--- config.mk ---
export PLATFORM = sky130hd
export DESIGN_NAME = voice_playback_command_sequencer
export DESIGN_NICKNAME = d
export VERILOG_FILES = /design/src/playback_seq_pkg.sv /design/src/voice_playback_command_sequencer.sv
export VERILOG_INCLUDE_DIRS = /design/src /design/src/src
export SDC_FILE = /design/constraint.sdc
export NUM_CORES = 1
export LEC_CHECK = 0
export ABC_CLOCK_PERIOD_IN_PS = 2900
export BUFFER_PORTS_ARGS = -buffer_cell sky130_fd_sc_hd__buf_2
export CAP_MARGIN = 10
export CORE_MARGIN = 2
export CORE_UTILIZATION = 54
export DETAILED_ROUTE_END_ITERATION = 8
export GPL_TIMING_DRIVEN = 0
export PLACE_DENSITY_LB_ADDON = 0.25
export SLEW_MARGIN = 5
export SYNTH_ARGS = -nofsm -noshare
export SYNTH_HDL_FRONTEND = slang
export SYNTH_SLANG_ARGS = --single-unit
--- constraint.sdc ---
create_clock -name pclk -period 2.9 [get_ports pclk]
set_input_delay 0.29 -clock pclk [delete_from_list [all_inputs] [get_ports pclk]]
set_output_delay 0.29 -clock pclk [all_outputs]
set_load 0.02 [all_outputs]
--- src/playback_seq_consts.svh ---
`ifndef PLAYBACK_SEQ_CONSTS_SVH
`define PLAYBACK_SEQ_CONSTS_SVH

// Register byte offsets.
`define ADDR_CMD 12'h000
`define ADDR_STATUS 12'h004
`define ADDR_GAIN 12'h008
`define ADDR_ACTIVITY 12'h00c

// Command opcodes, upper nibble of the first byte.
`define OP_SILENCE 4'h7
`define OP_LOOP_SET 4'h8
`define OP_LOOP_CLEAR 4'h9
`define OP_CHAN_VOL 4'ha
// The overall volume command is a whole first byte.
`define OP_OVERALL_VOL 8'h08

// Gain reset values.
`define CHAN_GAIN_RESET 5'h00
`define OVERALL_GAIN_RESET 6'h23

// Silence step time and clock rate.
`define SILENCE_STEP_MS 4
`define CLK_FREQ_KHZ 250000

// Status and gain register field positions.
`define ST_READY_LSB 0
`define ST_BUSY_LSB 4
`define ST_CMD_BUSY_BIT 8
`define ST_PEND_BIT 9
`define GAIN_OVERALL_LSB 20

`endif

--- src/playback_seq_pkg.sv ---
package playback_seq_pkg;

   typedef enum logic [2:0] {
      CH_IDLE,
      CH_ADDR,
      CH_PLAY,
      CH_PLAY_SIL_Q,
      CH_SIL,
      CH_SIL_NEXT,
      CH_LOOP
   } chan_state_t;

   typedef struct packed {
      chan_state_t st;
      logic [7:0] sil_code;
      logic [23:0] step_cnt;
      logic [7:0] sil_steps;
      logic [4:0] gain;
   } chan_t;

   // Events reported by the playback engine, one bit per channel, one-cycle pulses.
   typedef struct packed {
      logic [3:0] play_started;
      logic [3:0] addr_done;
      logic [3:0] phrase_end;
      logic [3:0] stopped;
   } engine_evt_t;

   typedef struct packed {
      logic [3:0] replay;
      logic [3:0] phrase_start;
      logic [3:0] silence_active;
   } engine_req_t;

   typedef struct packed {
      chan_t [3:0] ch;
      logic [5:0] overall_gain;
      logic pend;
      logic [7:0] pend_byte;
      logic power_ok_q;
      logic [3:0] replay;
      logic [3:0] phrase_start;
      logic [31:0] prdata;
      logic pslverr;
   } seq_state_t;

endpackage : playback_seq_pkg

--- src/voice_playback_command_sequencer.sv ---
// How it works
// - Silence command: opcode, mask, then length.
// - Silence lasts (code plus one) times 4 ms.
// - Ready stays low until phrase finishes.
// - Phrase end starts silence, raises ready.
// - Play queued in silence drops ready.
// - Busy held through whole chained sequence.
// - Loop-set enters repeat on masked channels.
// - Ready held low while repeating.
// - Repeat replays phrase until clear or stop.
// - Stop cancels repeat mode.
// - Loop-clear releases repeat, raises ready.
// - Channel volume two bytes, refused unpowered.
// - Channel gain code resets to 00.
// - Overall volume two bytes, default 23h.
// - Overall gain survives stop, resets powered down.
// - Ready low during address fetch phase.
//
// Our own choices: the register offsets and the APB register port.
`timescale 1ns/1ps
`default_nettype none
`include "playback_seq_consts.svh"

module voice_playback_command_sequencer #(
   parameter int unsigned STEP_CYCLES = `SILENCE_STEP_MS * `CLK_FREQ_KHZ
) (
   input wire logic pclk,
   input wire logic presetn,
   input wire logic psel,
   input wire logic penable,
   input wire logic pwrite,
   input wire logic [11:0] paddr,
   input wire logic [31:0] pwdata,
   output logic [31:0] prdata,
   output logic pready,
   output logic pslverr,
   input wire logic power_ok,
   input wire playback_seq_pkg::engine_evt_t evt,
   output playback_seq_pkg::engine_req_t req,
   output logic [3:0] command_ready,
   output logic [3:0] playback_busy_n,
   output logic command_busy_n,
   output logic [19:0] channel_gain_code,
   output logic [5:0] overall_gain_code
);

   // The step counter is 24 bits wide: a step longer than 2**24 clocks would need a wider counter.
   localparam logic [23:0] STEP_LAST = 24'(STEP_CYCLES - 1);

   playback_seq_pkg::seq_state_t s_q;
   playback_seq_pkg::seq_state_t s_d;

   function automatic logic ready_of(input playback_seq_pkg::chan_state_t st);
      ready_of = (st == playback_seq_pkg::CH_IDLE) || (st == playback_seq_pkg::CH_PLAY) ||
                 (st == playback_seq_pkg::CH_SIL);
   endfunction : ready_of

   function automatic logic in_silence(input playback_seq_pkg::chan_state_t st);
      in_silence = (st == playback_seq_pkg::CH_SIL) || (st == playback_seq_pkg::CH_SIL_NEXT);
   endfunction : in_silence

   // Opcode decoders for the first-byte check; the silence and overall ones also dispatch a parked first byte.
   function automatic logic is_silence_op(input logic [7:0] op);
      is_silence_op = (op[7:4] == `OP_SILENCE);
   endfunction : is_silence_op

   function automatic logic is_chan_vol_op(input logic [7:0] op);
      is_chan_vol_op = (op[7:4] == `OP_CHAN_VOL);
   endfunction : is_chan_vol_op

   function automatic logic is_overall_vol_op(input logic [7:0] op);
      is_overall_vol_op = (op == `OP_OVERALL_VOL);
   endfunction : is_overall_vol_op

   function automatic logic takes_second_byte(input logic [7:0] op);
      takes_second_byte = is_silence_op(op) || is_chan_vol_op(op) || is_overall_vol_op(op);
   endfunction : takes_second_byte

   // Channels picked by a mask that stand in the state a command needs; the rest ignore it.
   function automatic logic [3:0] eligible(input logic [3:0] mask, input playback_seq_pkg::chan_t [3:0] ch,
                                           input playback_seq_pkg::chan_state_t need);
      eligible = 4'h0;
      for (int i = 0; i < 4; i++) begin
         eligible[i] = mask[i] && (ch[i].st == need);
      end
   endfunction : eligible

   function automatic logic [31:0] status_word(input logic [3:0] rdy, input logic [3:0] busy_n,
                                               input logic cmd_busy_n, input logic pend);
      status_word = 32'h0000_0000;
      status_word[`ST_READY_LSB +: 4] = rdy;
      status_word[`ST_BUSY_LSB +: 4] = busy_n;
      status_word[`ST_CMD_BUSY_BIT] = cmd_busy_n;
      status_word[`ST_PEND_BIT] = pend;
   endfunction : status_word

   logic [3:0] rdy_w;
   logic [3:0] busy_n_w;
   logic [3:0] sil_w;
   logic [19:0] gains_w;
   logic addr_busy_w;

   always_comb begin
      for (int i = 0; i < 4; i++) begin
         rdy_w[i] = ready_of(s_q.ch[i].st);
         busy_n_w[i] = (s_q.ch[i].st == playback_seq_pkg::CH_IDLE);
         sil_w[i] = in_silence(s_q.ch[i].st);
         gains_w[i*5 +: 5] = s_q.ch[i].gain;
      end
      // Any channel in its address fetch holds the shared command-busy flag low.
      addr_busy_w = 1'b0;
      for (int i = 0; i < 4; i++) begin
         if (s_q.ch[i].st == playback_seq_pkg::CH_ADDR) begin
            addr_busy_w = 1'b1;
         end
      end
   end

   always_comb begin
      logic wr_cmd;
      logic setup;
      logic [7:0] b;
      logic [3:0] m;
      logic [3:0] sel_play;
      logic [3:0] sel_loop;
      wr_cmd = 1'b0;
      setup = 1'b0;
      b = 8'h00;
      m = 4'h0;
      sel_play = 4'h0;
      sel_loop = 4'h0;
      s_d = s_q;
      s_d.replay = 4'h0;
      s_d.phrase_start = 4'h0;
      // The power-up edge is taken against the registered level, so the channel gains also clear once after reset.
      s_d.power_ok_q = power_ok;
      setup = psel && !penable;
      wr_cmd = psel && penable && pwrite && (paddr == `ADDR_CMD);
      b = pwdata[7:0];
      m = s_q.pend ? s_q.pend_byte[3:0] : pwdata[3:0];
      sel_play = eligible(m, s_q.ch, playback_seq_pkg::CH_PLAY);
      sel_loop = eligible(m, s_q.ch, playback_seq_pkg::CH_LOOP);

      // Read data is captured in the setup cycle so that the access phase needs no wait.
      if (setup) begin
         s_d.pslverr = 1'b0;
         s_d.prdata = 32'h0000_0000;
         if (paddr == `ADDR_CMD) begin
            s_d.prdata[7:0] = s_q.pend_byte;
         end else if (paddr == `ADDR_STATUS) begin
            s_d.prdata = status_word(rdy_w, busy_n_w, !addr_busy_w, s_q.pend);
         end else if (paddr == `ADDR_GAIN) begin
            s_d.prdata[19:0] = gains_w;
            s_d.prdata[`GAIN_OVERALL_LSB +: 6] = s_q.overall_gain;
         end else if (paddr == `ADDR_ACTIVITY) begin
            s_d.prdata[3:0] = sil_w;
         end else begin
            s_d.pslverr = 1'b1;
         end
      end

      if (wr_cmd) begin
         if (s_q.pend) begin
            // A parked first byte claims this write whatever it holds, so a refused operand is still consumed.
            s_d.pend = 1'b0;
            if (is_silence_op(s_q.pend_byte)) begin
               for (int i = 0; i < 4; i++) begin
                  if (sel_play[i]) begin
                     s_d.ch[i].st = playback_seq_pkg::CH_PLAY_SIL_Q;
                     s_d.ch[i].sil_code = b;
                  end
               end
            end else if (is_overall_vol_op(s_q.pend_byte)) begin
               if (power_ok) begin
                  s_d.overall_gain = b[5:0];
               end
            end else begin
               for (int i = 0; i < 4; i++) begin
                  if (m[i] && power_ok) begin
                     s_d.ch[i].gain = b[4:0];
                  end
               end
            end
         end else if (takes_second_byte(b)) begin
            s_d.pend = 1'b1;
            s_d.pend_byte = b;
         end else if (b[7:4] == `OP_LOOP_SET) begin
            for (int i = 0; i < 4; i++) begin
               if (sel_play[i]) begin
                  s_d.ch[i].st = playback_seq_pkg::CH_LOOP;
               end
            end
         end else if (b[7:4] == `OP_LOOP_CLEAR) begin
            for (int i = 0; i < 4; i++) begin
               if (sel_loop[i]) begin
                  s_d.ch[i].st = playback_seq_pkg::CH_PLAY;
               end
            end
         end
      end

      // Engine events follow the commands so a same-cycle phrase end sees a freshly queued silence.
      for (int i = 0; i < 4; i++) begin
         case (s_d.ch[i].st)
            playback_seq_pkg::CH_IDLE: begin
               if (evt.play_started[i]) begin
                  s_d.ch[i].st = playback_seq_pkg::CH_ADDR;
               end
            end
            playback_seq_pkg::CH_ADDR: begin
               if (evt.addr_done[i]) begin
                  s_d.ch[i].st = playback_seq_pkg::CH_PLAY;
               end
            end
            playback_seq_pkg::CH_PLAY: begin
               if (evt.phrase_end[i]) begin
                  s_d.ch[i].st = playback_seq_pkg::CH_IDLE;
               end
            end
            playback_seq_pkg::CH_PLAY_SIL_Q: begin
               if (evt.phrase_end[i]) begin
                  s_d.ch[i].st = playback_seq_pkg::CH_SIL;
                  s_d.ch[i].step_cnt = 24'h00_0000;
                  s_d.ch[i].sil_steps = 8'h00;
               end
            end
            playback_seq_pkg::CH_SIL, playback_seq_pkg::CH_SIL_NEXT: begin
               if (s_d.ch[i].st == playback_seq_pkg::CH_SIL && evt.play_started[i]) begin
                  s_d.ch[i].st = playback_seq_pkg::CH_SIL_NEXT;
               end
               if (s_q.ch[i].step_cnt == STEP_LAST) begin
                  s_d.ch[i].step_cnt = 24'h00_0000;
                  if (s_q.ch[i].sil_steps == s_q.ch[i].sil_code) begin
                     // The silence is over after sil_code plus one whole steps.
                     if (s_d.ch[i].st == playback_seq_pkg::CH_SIL_NEXT) begin
                        s_d.ch[i].st = playback_seq_pkg::CH_PLAY;
                        s_d.phrase_start[i] = 1'b1;
                     end else begin
                        s_d.ch[i].st = playback_seq_pkg::CH_IDLE;
                     end
                  end else begin
                     s_d.ch[i].sil_steps = s_q.ch[i].sil_steps + 8'h01;
                  end
               end else begin
                  s_d.ch[i].step_cnt = s_q.ch[i].step_cnt + 24'h00_0001;
               end
            end
            playback_seq_pkg::CH_LOOP: begin
               if (evt.phrase_end[i]) begin
                  s_d.replay[i] = 1'b1;
               end
            end
            default: begin
               s_d.ch[i].st = playback_seq_pkg::CH_IDLE;
            end
         endcase
         // A stop overrides any state change and drops repeat mode with it; a replay or start pulse raised in the same cycle still goes out.
         if (evt.stopped[i]) begin
            s_d.ch[i].st = playback_seq_pkg::CH_IDLE;
         end
         if (power_ok && !s_q.power_ok_q) begin
            s_d.ch[i].gain = `CHAN_GAIN_RESET;
         end
      end

      if (!power_ok) begin
         s_d.overall_gain = `OVERALL_GAIN_RESET;
      end
   end

   always_ff @(posedge pclk or negedge presetn) begin
      if (!presetn) begin
         s_q <= '0;
         for (int i = 0; i < 4; i++) begin
            s_q.ch[i].st <= playback_seq_pkg::CH_IDLE;
            s_q.ch[i].gain <= `CHAN_GAIN_RESET;
         end
         s_q.overall_gain <= `OVERALL_GAIN_RESET;
      end else begin
         s_q <= s_d;
      end
   end

   assign prdata = s_q.prdata;
   assign pready = 1'b1;
   assign pslverr = s_q.pslverr && psel && penable;
   assign command_ready = rdy_w;
   assign playback_busy_n = busy_n_w;
   assign command_busy_n = !addr_busy_w;
   assign channel_gain_code = gains_w;
   assign overall_gain_code = s_q.overall_gain;
   assign req.replay = s_q.replay;
   assign req.phrase_start = s_q.phrase_start;
   assign req.silence_active = sil_w;

endmodule : voice_playback_command_sequencer

`default_nettype wire

-- Word-level counts from Yosys, hierarchy flattened
Cells that the tools add are included.
- add/subtract/negate cells: 8
- eq/ne operators: 84
- multiplexer cells: 170
- bitwise gates (word level): 1
- reductions and logical operators: 81
- operator list (cell ; number):
    $pmux 32 s2 ; 4
    $mux 3 ; 60
    $mux 32 ; 4
    $mux 11 ; 11
    $mux 8 ; 14
    $add 24x1->24 const B ; 4
    $eq 24x20->1 const B ; 4
    $mux 24 ; 4
    $mux 5 ; 18
    $eq 3x3->1 const B ; 28
    $pmux 3 s6 ; 4
    $mux 16 ; 3
    $eq 3x2->1 const B ; 12
    $reduce_and 4->1 ; 9
    $mux 1 ; 33
    $add 8x1->8 const B ; 4
    $eq 8x8->1 ; 4
    $mux 26 ; 1
    $ne 2x2->1 const B ; 13
    $eq 12x4->1 const B ; 2
    $eq 3x1->1 const B ; 8
    $logic_not 3->1 ; 8
    $logic_and 1x1->1 ; 23
    $mux 22 ; 1
    20 further kinds ; 68
- register bits after elaboration: 249
- bits of input ports: 66
- output and inout bits: 81
- word-level logic and storage cells: 372

-- Longest topological paths before layout
Gate-level depths: netlist (run 1).
- word-level depth: 18
- mapped depth: 10
- mapped depth without buffers: 8

-- Worst setup path before layout (run 1)
Ideal clock, no wire load.
- path kind: reg2reg
- start: register s_q[50] (netlist bit)
- end: register s_q[115] (netlist bit)
- library setup time: 0.078 ns
- arrival: 3.013 ns
- required time: 2.822 ns
- slack: -0.191 ns
- stages on the path, launching flop included: 9
- buffers on the path: 1
- period minus slack after synthesis: 3.091 ns
- cell sequence: dfrtp_1 or4b_1 or4_1 buf_2 nor3_1 mux2i_1 a21oi_1 or4_1 a21oi_1
- cells in the longest elaborated chain, start to end: 12
- elaborated cells on any way between the ends: 22
- classes of those cells: 6 x eq/ne; 11 x mux; 5 x reduce/logical
- ends and longest elaborated chain (item ; line ; text):
    from (decl) ; voice_playback_command_sequencer.sv:50 ; playback_seq_pkg::seq_state_t s_q;
    $mux 4 ; voice_playback_command_sequencer.sv:140 ; m = s_q.pend ? s_q.pend_byte[3:0] : pwdata[3:0];
    $logic_and 1x1->1 ; voice_playback_command_sequencer.sv:84 ; eligible[i] = mask[i] && (ch[i].st == need);
    $mux 3 ; voice_playback_command_sequencer.sv:195 ; if (sel_loop[i]) begin
    $mux 3 ; voice_playback_command_sequencer.sv:193 ; end else if (b[7:4] == `OP_LOOP_CLEAR) begin
    $mux 3 ; voice_playback_command_sequencer.sv:187 ; end else if (b[7:4] == `OP_LOOP_SET) begin
    $mux 3 ; voice_playback_command_sequencer.sv:184 ; end else if (takes_second_byte(b)) begin
    $mux 3 * ; voice_playback_command_sequencer.sv:163 ; if (s_q.pend) begin
    $mux 16 * ; voice_playback_command_sequencer.sv:162 ; if (wr_cmd) begin
    $eq 3x3->1 ; voice_playback_command_sequencer.sv:204 ; case (s_d.ch[i].st)
    $reduce_or 2->1 ; voice_playback_command_sequencer.sv:204 ;
    $ne 2x2->1 (no source line) or $reduce_bool 2->1 (tied branches) ; n/a ;
    $reduce_and 4->1 (no source line) ; n/a ;
Mark *: on every way between the ends. The rest lies on a longest branch, timed or not. The select of a mux whose other input is x is not followed.
A chain may end at the register's enable or synchronous reset.

-- Worst setup path in the final report (run 1)
- start: register s_q[50] (netlist bit)
- end: register s_q[213] (netlist bit)
- cells in the longest elaborated chain, start to end: 12
- elaborated cells on any way between the ends: 22
- classes of those cells: 6 x eq/ne; 11 x mux; 5 x reduce/logical
- ends and longest elaborated chain (item ; line):
    $mux 4 ; voice_playback_command_sequencer.sv:140
    $logic_and 1x1->1 ; voice_playback_command_sequencer.sv:84
    $mux 3 ; voice_playback_command_sequencer.sv:195
    $mux 3 ; voice_playback_command_sequencer.sv:193
    $mux 3 ; voice_playback_command_sequencer.sv:187
    $mux 3 ; voice_playback_command_sequencer.sv:184
    $mux 3 * ; voice_playback_command_sequencer.sv:163
    $mux 11 * ; voice_playback_command_sequencer.sv:162
    $eq 3x3->1 ; voice_playback_command_sequencer.sv:204
    $reduce_or 2->1 ; voice_playback_command_sequencer.sv:204
    $ne 2x2->1 (no source line) or $reduce_bool 2->1 (tied branches) ; n/a
    $reduce_and 4->1 (no source line) ; n/a
Mark *: on every way between the ends. The rest lies on a longest branch, timed or not.

==> results of run 1 <==
[cells in the mapped netlist, drive strengths merged, types with 4 or more instances]
master / n
or3: 8
inv: 31
nor4: 28
nor2b: 12
nor3: 32
mux4: 4
xnor2: 23
mux2: 43
and2: 14
nand3b: 5
nand4: 42
or4: 11
nor2: 150
mux2i: 33
a211oi: 5
nand2: 123
nor3b: 5
o41ai: 5
and3: 21
or2: 7
and4: 8
nand3: 51
xor2: 29
buf: 70
nand2b: 8
a22o: 26
o21ai: 146
o31ai: 29
o21a: 4
nor4b: 8
ha: 8
a21oi: 49
clkbuf: 55
dfrtp: 240
a31oi: 32
[report_power, final]
group	internal [mW]	total, mW	switching [mW]	leakage (nW)
clock	1.85	3.19	1.35	0.390
sequential	3.98	4.78	0.793	3.20
combinational	0.744	1.70	0.956	3.62
total	6.57	9.67	3.10	7.21
[worst max-delay path, delay by kind of cell, from the launching register on]
family,cells,cell delay [ns]
DFF,1,0.42
buffers and inverters,3,0.43
and+or+nand+nor,6,1.98
muxes,1,0.13
[worst max-delay path by stage]
| stage | startpoint | depth (start not counted) | end |
|---|---|---|---|
| floorplan | s_q[50] | 8 | s_q[163] |
| global placement | presetn | 1 | s_q[230] |
| detailed placement | paddr[3] | 9 | s_q[92] |
| CTS | s_q[50] | 9 | s_q[163] |
| global route | s_q[50] | 9 | s_q[139] |
| finish | s_q[50] | 10 | s_q[213] |
[cell type report]
type | count | share of cell area (%)
plain buffers | 123 | 5.00
repair buffers | 151 | 6.22
clock inverters | 1 | 0.0557
clock buffers | 46 | 5.07
inverters | 33 | 0.787
multi-input cells | 1008 | 41.6
well taps | 319 | 2.54
flip-flops and latches | 243 | 38.7
[metrics by stage]
step | area [µm²] | utilization (%)
6_report | 15700 | 66.6
5_1_grt | 15700 | 66.6
4_1_cts | 15500 | 65.7
3_5_place_dp | 14100 | 59.9
3_3_place_gp | 14100 | 59.6
2_1_floorplan | 13100 | -
[cells by family (layout without fill, tap and decap cells)]
family | after synthesis | in the layout | synth area share (%)
and+or+nand+nor | 539 | 539 | 20.6
DFF | 243 | 243 | 46.6
other | 2 | 7 | 0.0576
buffers and inverters | 158 | 354 | 6.50
AOI/OAI and AO/OA | 322 | 322 | 15.0
muxes | 80 | 80 | 6.94
adders and majority gates | 8 | 8 | 0.767
xor gates and xnor gates | 52 | 52 | 3.49
[state kept, by name, summed over array words and instances, names as in the netlist]
| register | count |
|---|---|
| s_q | 183 |
| overall_gain_code | 6 |
| req | 8 |
| prdata | 26 |
| channel_gain_code | 20 |
[metal layers]
| layer | share of wire, % | vias to the layer above | global-route usage, % |
|---|---|---|---|
| li1 | - | 5372 | - |
| met1 | 44 | 5521 | 37.0 |
| met2 | 46 | 418 | 41.6 |
| met3 | 6.5 | 90 | 4.66 |
| met4 | 3.0 | 0 | 8.26 |
| met5 | 0 | - | 0 |
[cell usage in the layout, fill, tap and decap left out, types with 9 or more instances in the layout]
| master | count |
|---|---|
| dfrtp_1 | 239 |
| nor2_1 | 145 |
| nand2_1 | 121 |
| buf_2 | 111 |
| buf_4 | 86 |
| o21ai_0 | 69 |
| clkbuf_1 | 55 |
| nand3_1 | 50 |
| a21oi_1 | 44 |
| nand4_1 | 42 |
| mux2_2 | 41 |
| o21ai_2 | 39 |
| o21ai_1 | 37 |
| inv_1 | 31 |
| a31oi_1 | 31 |
| mux2i_1 | 31 |
| xor2_1 | 29 |
| clkbuf_16 | 27 |
| o31ai_1 | 26 |
| a22o_1 | 26 |
| nor3_1 | 25 |
| xnor2_1 | 23 |
| nor4_1 | 23 |
| and3_1 | 20 |
| and2_1 | 14 |
| nor2b_1 | 12 |
| buf_8 | 9 |
| buf_6 | 9 |
[timing repair]
item | 4_1_cts | 5_1_grt
endpoints found under the hold margin | 78 | 0
resized for setup | 146 | 65
hold buffers | 5 | 0
gates cloned | 4 | 0
setup endpoints to repair | 128 | 131
setup buffers | 22 | 6
pin swaps | 44 | 26
==> impl_metrics.env, run 1 <==
export IMPL_finalNonFillerCells=1924
export IMPL_finalNetCount=1661
export IMPL_core_um2=23600
export IMPL_drc=0
export IMPL_required_ns=3.37
export IMPL_vias=11400
export IMPL_cts_tree="built"
export IMPL_synth_edf_count=0
export IMPL_wire_per_inst_um=17.7
export IMPL_ios=147
export IMPL_gp_congestion=0.866
export IMPL_area_growth_pct=20.6
export IMPL_grt_usage_pct=26.3
export IMPL_ant_nets=0
export IMPL_total_power_mw=9.67
export IMPL_async_reset_ff_share_pct=100
export IMPL_max_vdd_ir_drop_uv=371
export IMPL_setup_violations_final=51
export IMPL_min_to="s_q[200]"
export IMPL_synth_top_cell_area_share_pct=46.0
export IMPL_cts_buffer_depth=3
export IMPL_synth_seq_area_share_pct=46.6
export IMPL_p_per_area_nw_per_um2=615
export IMPL_synth_seq_cells=243
export IMPL_firstDrtPassIters=5
export IMPL_hold_ws_ns=0.0619
export IMPL_finalHoldViolations=0
export IMPL_fmax_mhz=328
export IMPL_drt_iter0_markers=848
export IMPL_root_buffer="clkbuf_16"
export IMPL_rsz0062_at_grt="yes"
export IMPL_place_ws_ns=-1.01
export IMPL_dieHeight_um=159
export IMPL_r2r_start="s_q[50]"
export IMPL_crit_path_top_delay_cell="or4b_4"
export IMPL_max_slew_worst_pin_slew_ns=0.855
export IMPL_min_from="evt[6]"
export IMPL_yosys_area_top_type="dfrtp_1"
export IMPL_grt_start_max_net_pins=90
export IMPL_cap_violations=0
export IMPL_crit_fanout=5
export IMPL_fp_row_count=56
export IMPL_fin_crit_ns=3.05
export IMPL_multi_input_area_um2=6550
export IMPL_slew_headroom_pct=42.5
export IMPL_status="finished, violations left"
export IMPL_slew_viol_final=0
export IMPL_min_path_type="input pin to flip-flop"
export IMPL_cp_arrival_ns=3.52
export IMPL_grt_overflow=0
export IMPL_port_buffers=112
export IMPL_drt_total_wl_um=34100
export IMPL_filler_cell_count=1839
export IMPL_min_path_cells=3
export IMPL_die_w_um=159
export IMPL_antenna_found_initial=0
export IMPL_vias_per_cell=5.93
export IMPL_regArea_um2=6090
export IMPL_cts_sinks=243
export IMPL_max_stage_delay_ns=0.52
export IMPL_crit_path_end_kind="flip-flop"
export IMPL_crit_chain="or4b_4 -> or4_4 -> buf_6 -> nor3_4 -> mux2i_4 -> buf_4 -> buf_6 -> and3_4 -> or4_1 -> nand2_1"
export IMPL_antenna_cells=0
export IMPL_synthesis_area_um2=13000
export IMPL_critPathKind="flip-flop to flip-flop"
export IMPL_drive_gt1_share_pct=24.9
export IMPL_crit_top_cell="buf_6"
export IMPL_die_area_um2=25400
export IMPL_setup_ws_ns=-0.151
export IMPL_synth_cells=1404
export IMPL_cts_reportedPaths_clkPinSlew_ns=0.06
export IMPL_r2r_slack_ns=-0.15
export IMPL_tritoncts_num_buffers=27
export IMPL_start_util_pct=55.2
export IMPL_finalCritPeriodShare_pct=105
export IMPL_dp_cells=1843
export IMPL_synth_warnings=0
export IMPL_r2r_cells=10
export IMPL_synth_cell_types=68
export IMPL_avgSynthCellArea_um2=9.29
export IMPL_violations="setup timing"
export IMPL_grt_pass1_vias=10800
export IMPL_htree_levels=1
export IMPL_fin_worst_skew_ns=0.0248
export IMPL_r2r_end="s_q[213]"
export IMPL_insertion_delay_ns=0.55
export IMPL_tns_ns=-2.52
export IMPL_grt_pass1_wl_um=55500
export IMPL_synth_area_leaders="dfrtp_1, o21ai_0, nor2_1"
export IMPL_ys_flop_type="dfrtp_1"
export IMPL_dp_hpwl_um=23100
export IMPL_p_leak_nw=7.21
export IMPL_crit_path_start_kind="flip-flop"
No activity file was read; power rests on OpenSTA's default activity.
==> run 2, diff against run 1 <==
Settings changed: CORE_ASPECT_RATIO from default to 0.5.
==> impl_metrics.env, run 2 (same netlist as run 1, synthesis figures left out) <==
export IMPL_critPathKind="flip-flop to flip-flop"
export IMPL_min_from="evt[6]"
export IMPL_cap_violations=0
export IMPL_die_w_um=224
export IMPL_dp_hpwl_um=23200
export IMPL_pwr_share_comb_pct=17.9
export IMPL_grt_start_max_net_pins=91
export IMPL_antenna_cells=0
export IMPL_required_ns=3.36
export IMPL_cp_arrival_ns=3.54
export IMPL_fin_worst_skew_ns=0.0172
export IMPL_vias=11600
export IMPL_core_um2=23900
export IMPL_crit_path_end_kind="flip-flop"
export IMPL_dpl_cell_area_um2=14100
export IMPL_port_buffers=112
export IMPL_rsz0062_at_grt="yes"
export IMPL_die_area_um2=25500
export IMPL_cts_tree="built"
export IMPL_insertion_delay_ns=0.53
export IMPL_pwr_share_seq_pct=49.3
export IMPL_vias_per_cell=6.08
export IMPL_tns_ns=-2.55
export IMPL_hold_ws_ns=0.0557
export IMPL_endpoint="s_q[163]"
export IMPL_crit_path_start_kind="flip-flop"
export IMPL_status="finished, violations left"
export IMPL_setup_violations_final=49
export IMPL_ant_nets=0
export IMPL_firstDrtPassIters=6
export IMPL_fin_crit_ns=3.08
export IMPL_cts_sinks=243
export IMPL_drive_gt1_share_pct=25.6
export IMPL_grt_pass1_wl_um=55300
export IMPL_grt_pass1_vias=11000
export IMPL_drt_iter0_markers=1104
export IMPL_wire_per_inst_um=18.0
export IMPL_setup_ws_ns=-0.182
export IMPL_fmax_mhz=324
export IMPL_min_path_type="input pin to flip-flop"
export IMPL_final_cell_mix="dfrtp_1, nor2_1, nand2_1, buf_2, buf_4"
export IMPL_slew_headroom_pct=40.8
export IMPL_cts_reportedPaths_clkPinSlew_ns=0.07
export IMPL_top_register="s_q"
export IMPL_cts_buffer_depth=3
export IMPL_tritoncts_num_buffers=23
export IMPL_finalInstanceArea_um2=15700
export IMPL_largest_reg_flops=183
export IMPL_violations="setup timing"
export IMPL_max_vdd_ir_drop_uv=365
export IMPL_drc=0
export IMPL_gr_usage_met3_pct=4.56
export IMPL_layout_commonest_cell="dfrtp_1"
export IMPL_r2r_end="s_q[163]"
export IMPL_finalHoldViolations=0
export IMPL_max_slew_worst_pin_slew_ns=0.880
export IMPL_clockPowerShare_pct=32.8
export IMPL_power_switching_mw=3.17
export IMPL_gp_congestion=0.874
export IMPL_grtUsageMet2_pct=43.4
export IMPL_fp_row_count=40
export IMPL_p_per_area_nw_per_um2=618
export IMPL_p_leak_nw=7.22
export IMPL_finalNetCount=1654
export IMPL_antenna_found_initial=0
export IMPL_r2r_start="s_q[50]"
export IMPL_ios=147
export IMPL_grt_usage_pct=26.5
export IMPL_htree_levels=1
export IMPL_power_internal_mw=6.56
export IMPL_drt_total_wl_um=34300
export IMPL_finalCritPeriodShare_pct=106
export IMPL_r2r_slack_ns=-0.18
export IMPL_dieHeight_um=114
export IMPL_swShare_pct=32.6
export IMPL_root_buffer="clkbuf_16"
export IMPL_area_growth_pct=20.6
export IMPL_crit_start="s_q[50]"
export IMPL_fin_util_pct=65.9
export IMPL_start_util_pct=54.6
export IMPL_grt_overflow=0
export IMPL_slew_viol_final=0
export IMPL_busiest_layer="met2"
export IMPL_gr_usage_met1_pct=36.8
export IMPL_crit_fanout=6
export IMPL_r2r_cells=8
[run 2: cell count changes in the layout (fill, tap and decap cells not counted), moves of 2 or more]
cell | before | now
o31ai_1 | 26 | 22
clkbuf_1 | 55 | 40
o21ai_0 | 69 | 46
o21ai_2 | 39 | 36
o21ai_1 | 37 | 63
clkinv_4 | 0 | 3
clkbuf_8 | 6 | 3
clkinv_2 | 0 | 2
clkinvlp_4 | 0 | 3
clkbuf_16 | 27 | 24
o31ai_2 | 3 | 6
bufinv_16 | 0 | 3
[run 2: worst min-delay path by stage]
stage                           end  slack (ns)  depth (start not counted)
5_1_grt                    s_q[200]        0.08                          3
4_1_cts                     req[11]        0.02                          3
3_3_place_gp               s_q[237]        0.47                          1
2_1_floorplan  channel_gain_code[0]      -0.006                          0
6_report                   s_q[200]        0.06                          3
3_5_place_dp               s_q[131]        0.29                          1
[run 2: worst max-delay path, cell delays in order (launching register included)]
cell	delay [ns]
dfrtp_2	0.42
or4b_4	0.54
or4_4	0.50
or4_4	0.53
a211oi_4	0.26
buf_6	0.16
nor2_4	0.04
or4_1	0.42
a21oi_1	0.13
[run 2: power groups by stage]
stage / logic, mW / registers, mW / clock network [mW]
6_report: 1.74 / 4.79 / 3.19
5_1_grt: 1.96 / 4.88 / 3.38
4_1_cts: 1.61 / 4.71 / 3.24
3_5_place_dp: 1.55 / 4.75 / 0
3_3_place_gp: 1.46 / 4.71 / 0
2_1_floorplan: 1.13 / 4.57 / 0
[run 2: what timing repair did]
item | in CTS | in global routing
hold buffers | 5 | 0
buffers inserted | 15 | 9
endpoints found under the setup margin | 129 | 124
pin swaps | 24 | 37
resized for setup | 111 | 138
gates cloned | 3 | 3
endpoints found under the hold margin | 73 | 0
[run 2: layout make-up]
class	instances	area (µm²)
clock inverter	12	158
sequential	243	6090
tap	315	394
inverter	33	124
buffer	122	798
multi-input combinational	1008	6580
clock buffer	29	628
timing repair buffer	149	957
fill	1840	8150
[run 2: layer usage]
metal / share of wire [%] / vias up / wire [µm]
met5: 0 / - / 0
met4: 2.8 / 0 / 945
met3: 6.0 / 80 / 2070
met2: 47 / 416 / 16200
met1: 44 / 5740 / 15200
li1: - / 5379 / -
[run 2: stage by stage]
| step | instances | worst slack, ns | power (mW) |
|---|---|---|---|
| 5_1_grt | 1911 | -0.252 | 10.2 |
| 6_report | 1911 | -0.182 | 9.72 |
| 3_5_place_dp | 1838 | -0.867 | 6.30 |
| 3_3_place_gp | 1836 | -2.72 | 6.17 |
| 4_1_cts | 1902 | -0.243 | 9.56 |
| 2_1_floorplan | 1409 | -0.115 | 5.70 |
==> run 3, diff against run 2 <==
Settings changed: RECOVER_POWER from default to 50.
==> impl_metrics.env, run 3 (same netlist as run 1, synthesis figures left out) <==
export IMPL_status="finished, violations left"
export IMPL_violations="capacitance limit, slew limit, setup timing"
export IMPL_grt_pass1_wl_um=55300
export IMPL_gp_congestion=0.874
export IMPL_max_vdd_ir_drop_uv=365
export IMPL_setup_ws_ns=-0.187
export IMPL_dieHeight_um=114
export IMPL_cap_violations=1
export IMPL_finalHoldViolations=0
export IMPL_die_area_um2=25500
export IMPL_tns_ns=-2.68
export IMPL_drive_gt1_share_pct=25.5
export IMPL_fmax_mhz=324
export IMPL_layout_commonest_cell="dfrtp_1"
export IMPL_core_um2=23900
export IMPL_firstDrtPassIters=8
export IMPL_required_ns=3.36
export IMPL_swShare_pct=32.6
export IMPL_finalInstanceArea_um2=15700
export IMPL_pwr_share_seq_pct=49.3
export IMPL_port_buffers=112
export IMPL_root_buffer="clkbuf_16"
export IMPL_min_path_type="input pin to flip-flop"
export IMPL_fin_util_pct=65.7
export IMPL_antenna_cells=0
export IMPL_r2r_cells=8
export IMPL_drt_total_wl_um=34400
export IMPL_drc=0
export IMPL_critPathKind="flip-flop to flip-flop"
export IMPL_vias=11600
export IMPL_grt_overflow=0
export IMPL_crit_path_end_kind="flip-flop"
export IMPL_rsz0062_at_grt="yes"
export IMPL_busiest_layer="met2"
export IMPL_grt_pass1_vias=11000
export IMPL_insertion_delay_ns=0.54
export IMPL_fin_crit_ns=3.09
export IMPL_antenna_found_initial=0
export IMPL_gr_usage_met3_pct=4.56
export IMPL_cts_tree="built"
export IMPL_vias_per_cell=6.06
export IMPL_cts_reportedPaths_clkPinSlew_ns=0.07
export IMPL_drt_iter0_markers=1088
export IMPL_area_growth_pct=20.2
export IMPL_dp_hpwl_um=23200
export IMPL_r2r_start="s_q[50]"
export IMPL_power_switching_mw=3.16
export IMPL_dp_cells=1838
export IMPL_htree_levels=1
export IMPL_setup_violations_final=49
export IMPL_fp_row_count=40
export IMPL_crit_path_start_kind="flip-flop"
export IMPL_ios=147
export IMPL_gr_usage_met1_pct=36.8
export IMPL_dpl_cell_area_um2=14100
export IMPL_fin_worst_skew_ns=0.0168
export IMPL_cp_arrival_ns=3.54
export IMPL_r2r_slack_ns=-0.19
export IMPL_r2r_end="s_q[163]"
export IMPL_ant_nets=0
export IMPL_max_slew_worst_pin_slew_ns=1.82
export IMPL_finalNetCount=1654
export IMPL_final_cell_mix="dfrtp_1, nor2_1, nand2_1, buf_2, buf_4"
export IMPL_start_util_pct=54.6
export IMPL_die_w_um=224
export IMPL_endpoint="s_q[163]"
export IMPL_tritoncts_num_buffers=23
export IMPL_grt_start_max_net_pins=91
export IMPL_cts_sinks=243
export IMPL_place_ws_ns=-0.867
export IMPL_power_internal_mw=6.55
export IMPL_cts_buffer_depth=3
export IMPL_wire_per_inst_um=18.0
export IMPL_p_leak_nw=7.20
export IMPL_top_register="s_q"
export IMPL_finalCritPeriodShare_pct=106
export IMPL_clockPowerShare_pct=32.9
export IMPL_crit_fanout=6
export IMPL_finalNonFillerCells=1911
export IMPL_p_per_area_nw_per_um2=619
export IMPL_slew_viol_final=71
export IMPL_grt_usage_pct=26.5
export IMPL_slew_headroom_pct=-21.1
export IMPL_pwr_share_comb_pct=17.8
export IMPL_largest_reg_flops=183
export IMPL_crit_start="s_q[50]"
export IMPL_grtUsageMet2_pct=43.4
[run 3: cell types whose count changed in the layout (fill, tap and decap cells not counted), sizes merged]
| cell | before | now |
|---|---|---|
| buf | 220 | 218 |
| clkbuf | 75 | 77 |
[run 3: power by group through the flow]
stage               clock network [mW]  logic (mW)  registers [mW]
detailed placement                   0        1.55            4.75
global placement                     0        1.46            4.71
global route                      3.38        1.95            4.88
floorplan                            0        1.13            4.57
finish                            3.19        1.73            4.79
CTS                               3.24        1.61            4.71
[run 3: stage by stage]
stage                     power (mW)  hold slack [ns]
after floorplan                 5.70         -0.00559
after global placement          6.17            0.467
after detailed placement        6.30            0.288
after CTS                       9.56           0.0211
after global routing            10.2           0.0763
final                           9.71           0.0555
[run 3: final cells by class]
class	instances	area (µm²)
buffer	122	798
clock buffer	29	628
clock inverter	12	158
fill	1847	8190
inverter	33	124
multi-input combinational	1008	6580
sequential	243	6090
tap	315	394
timing repair buffer	149	913
[run 3: metal layers]
layer | up-vias | wire, µm
li1 | 5380 | -
met1 | 5687 | 15200
met2 | 439 | 16200
met3 | 77 | 2130
met4 | 0 | 915
met5 | - | 0
[run 3: worst min path at each step]
stage                     cells past startpoint     start                    to  slack, ns
after detailed placement                      1   presetn              s_q[131]       0.29
final                                         3    evt[6]              s_q[200]       0.06
after global routing                          3    evt[6]              s_q[200]       0.08
after global placement                        1  s_q[237]              s_q[237]       0.47
after floorplan                               0   presetn  channel_gain_code[0]     -0.006
after CTS                                     3    evt[7]               req[11]       0.02
[run 3: what timing repair did]
item,CTS,global route
hold buffers,5,0
endpoints found under the hold margin,73,0
setup buffers,15,9
gates resized for setup,111,138
setup endpoints to repair,129,124
pin swaps,24,37
cloned,3,3
[run 3: critical path: stages, from the launching register on]
cell      delay (ns)
dfrtp_2         0.42
or4b_4          0.54
or4_4           0.50
or4_4           0.53
a211oi_4        0.26
buf_6           0.16
nor2_4          0.04
or4_1           0.42
a21oi_1         0.13
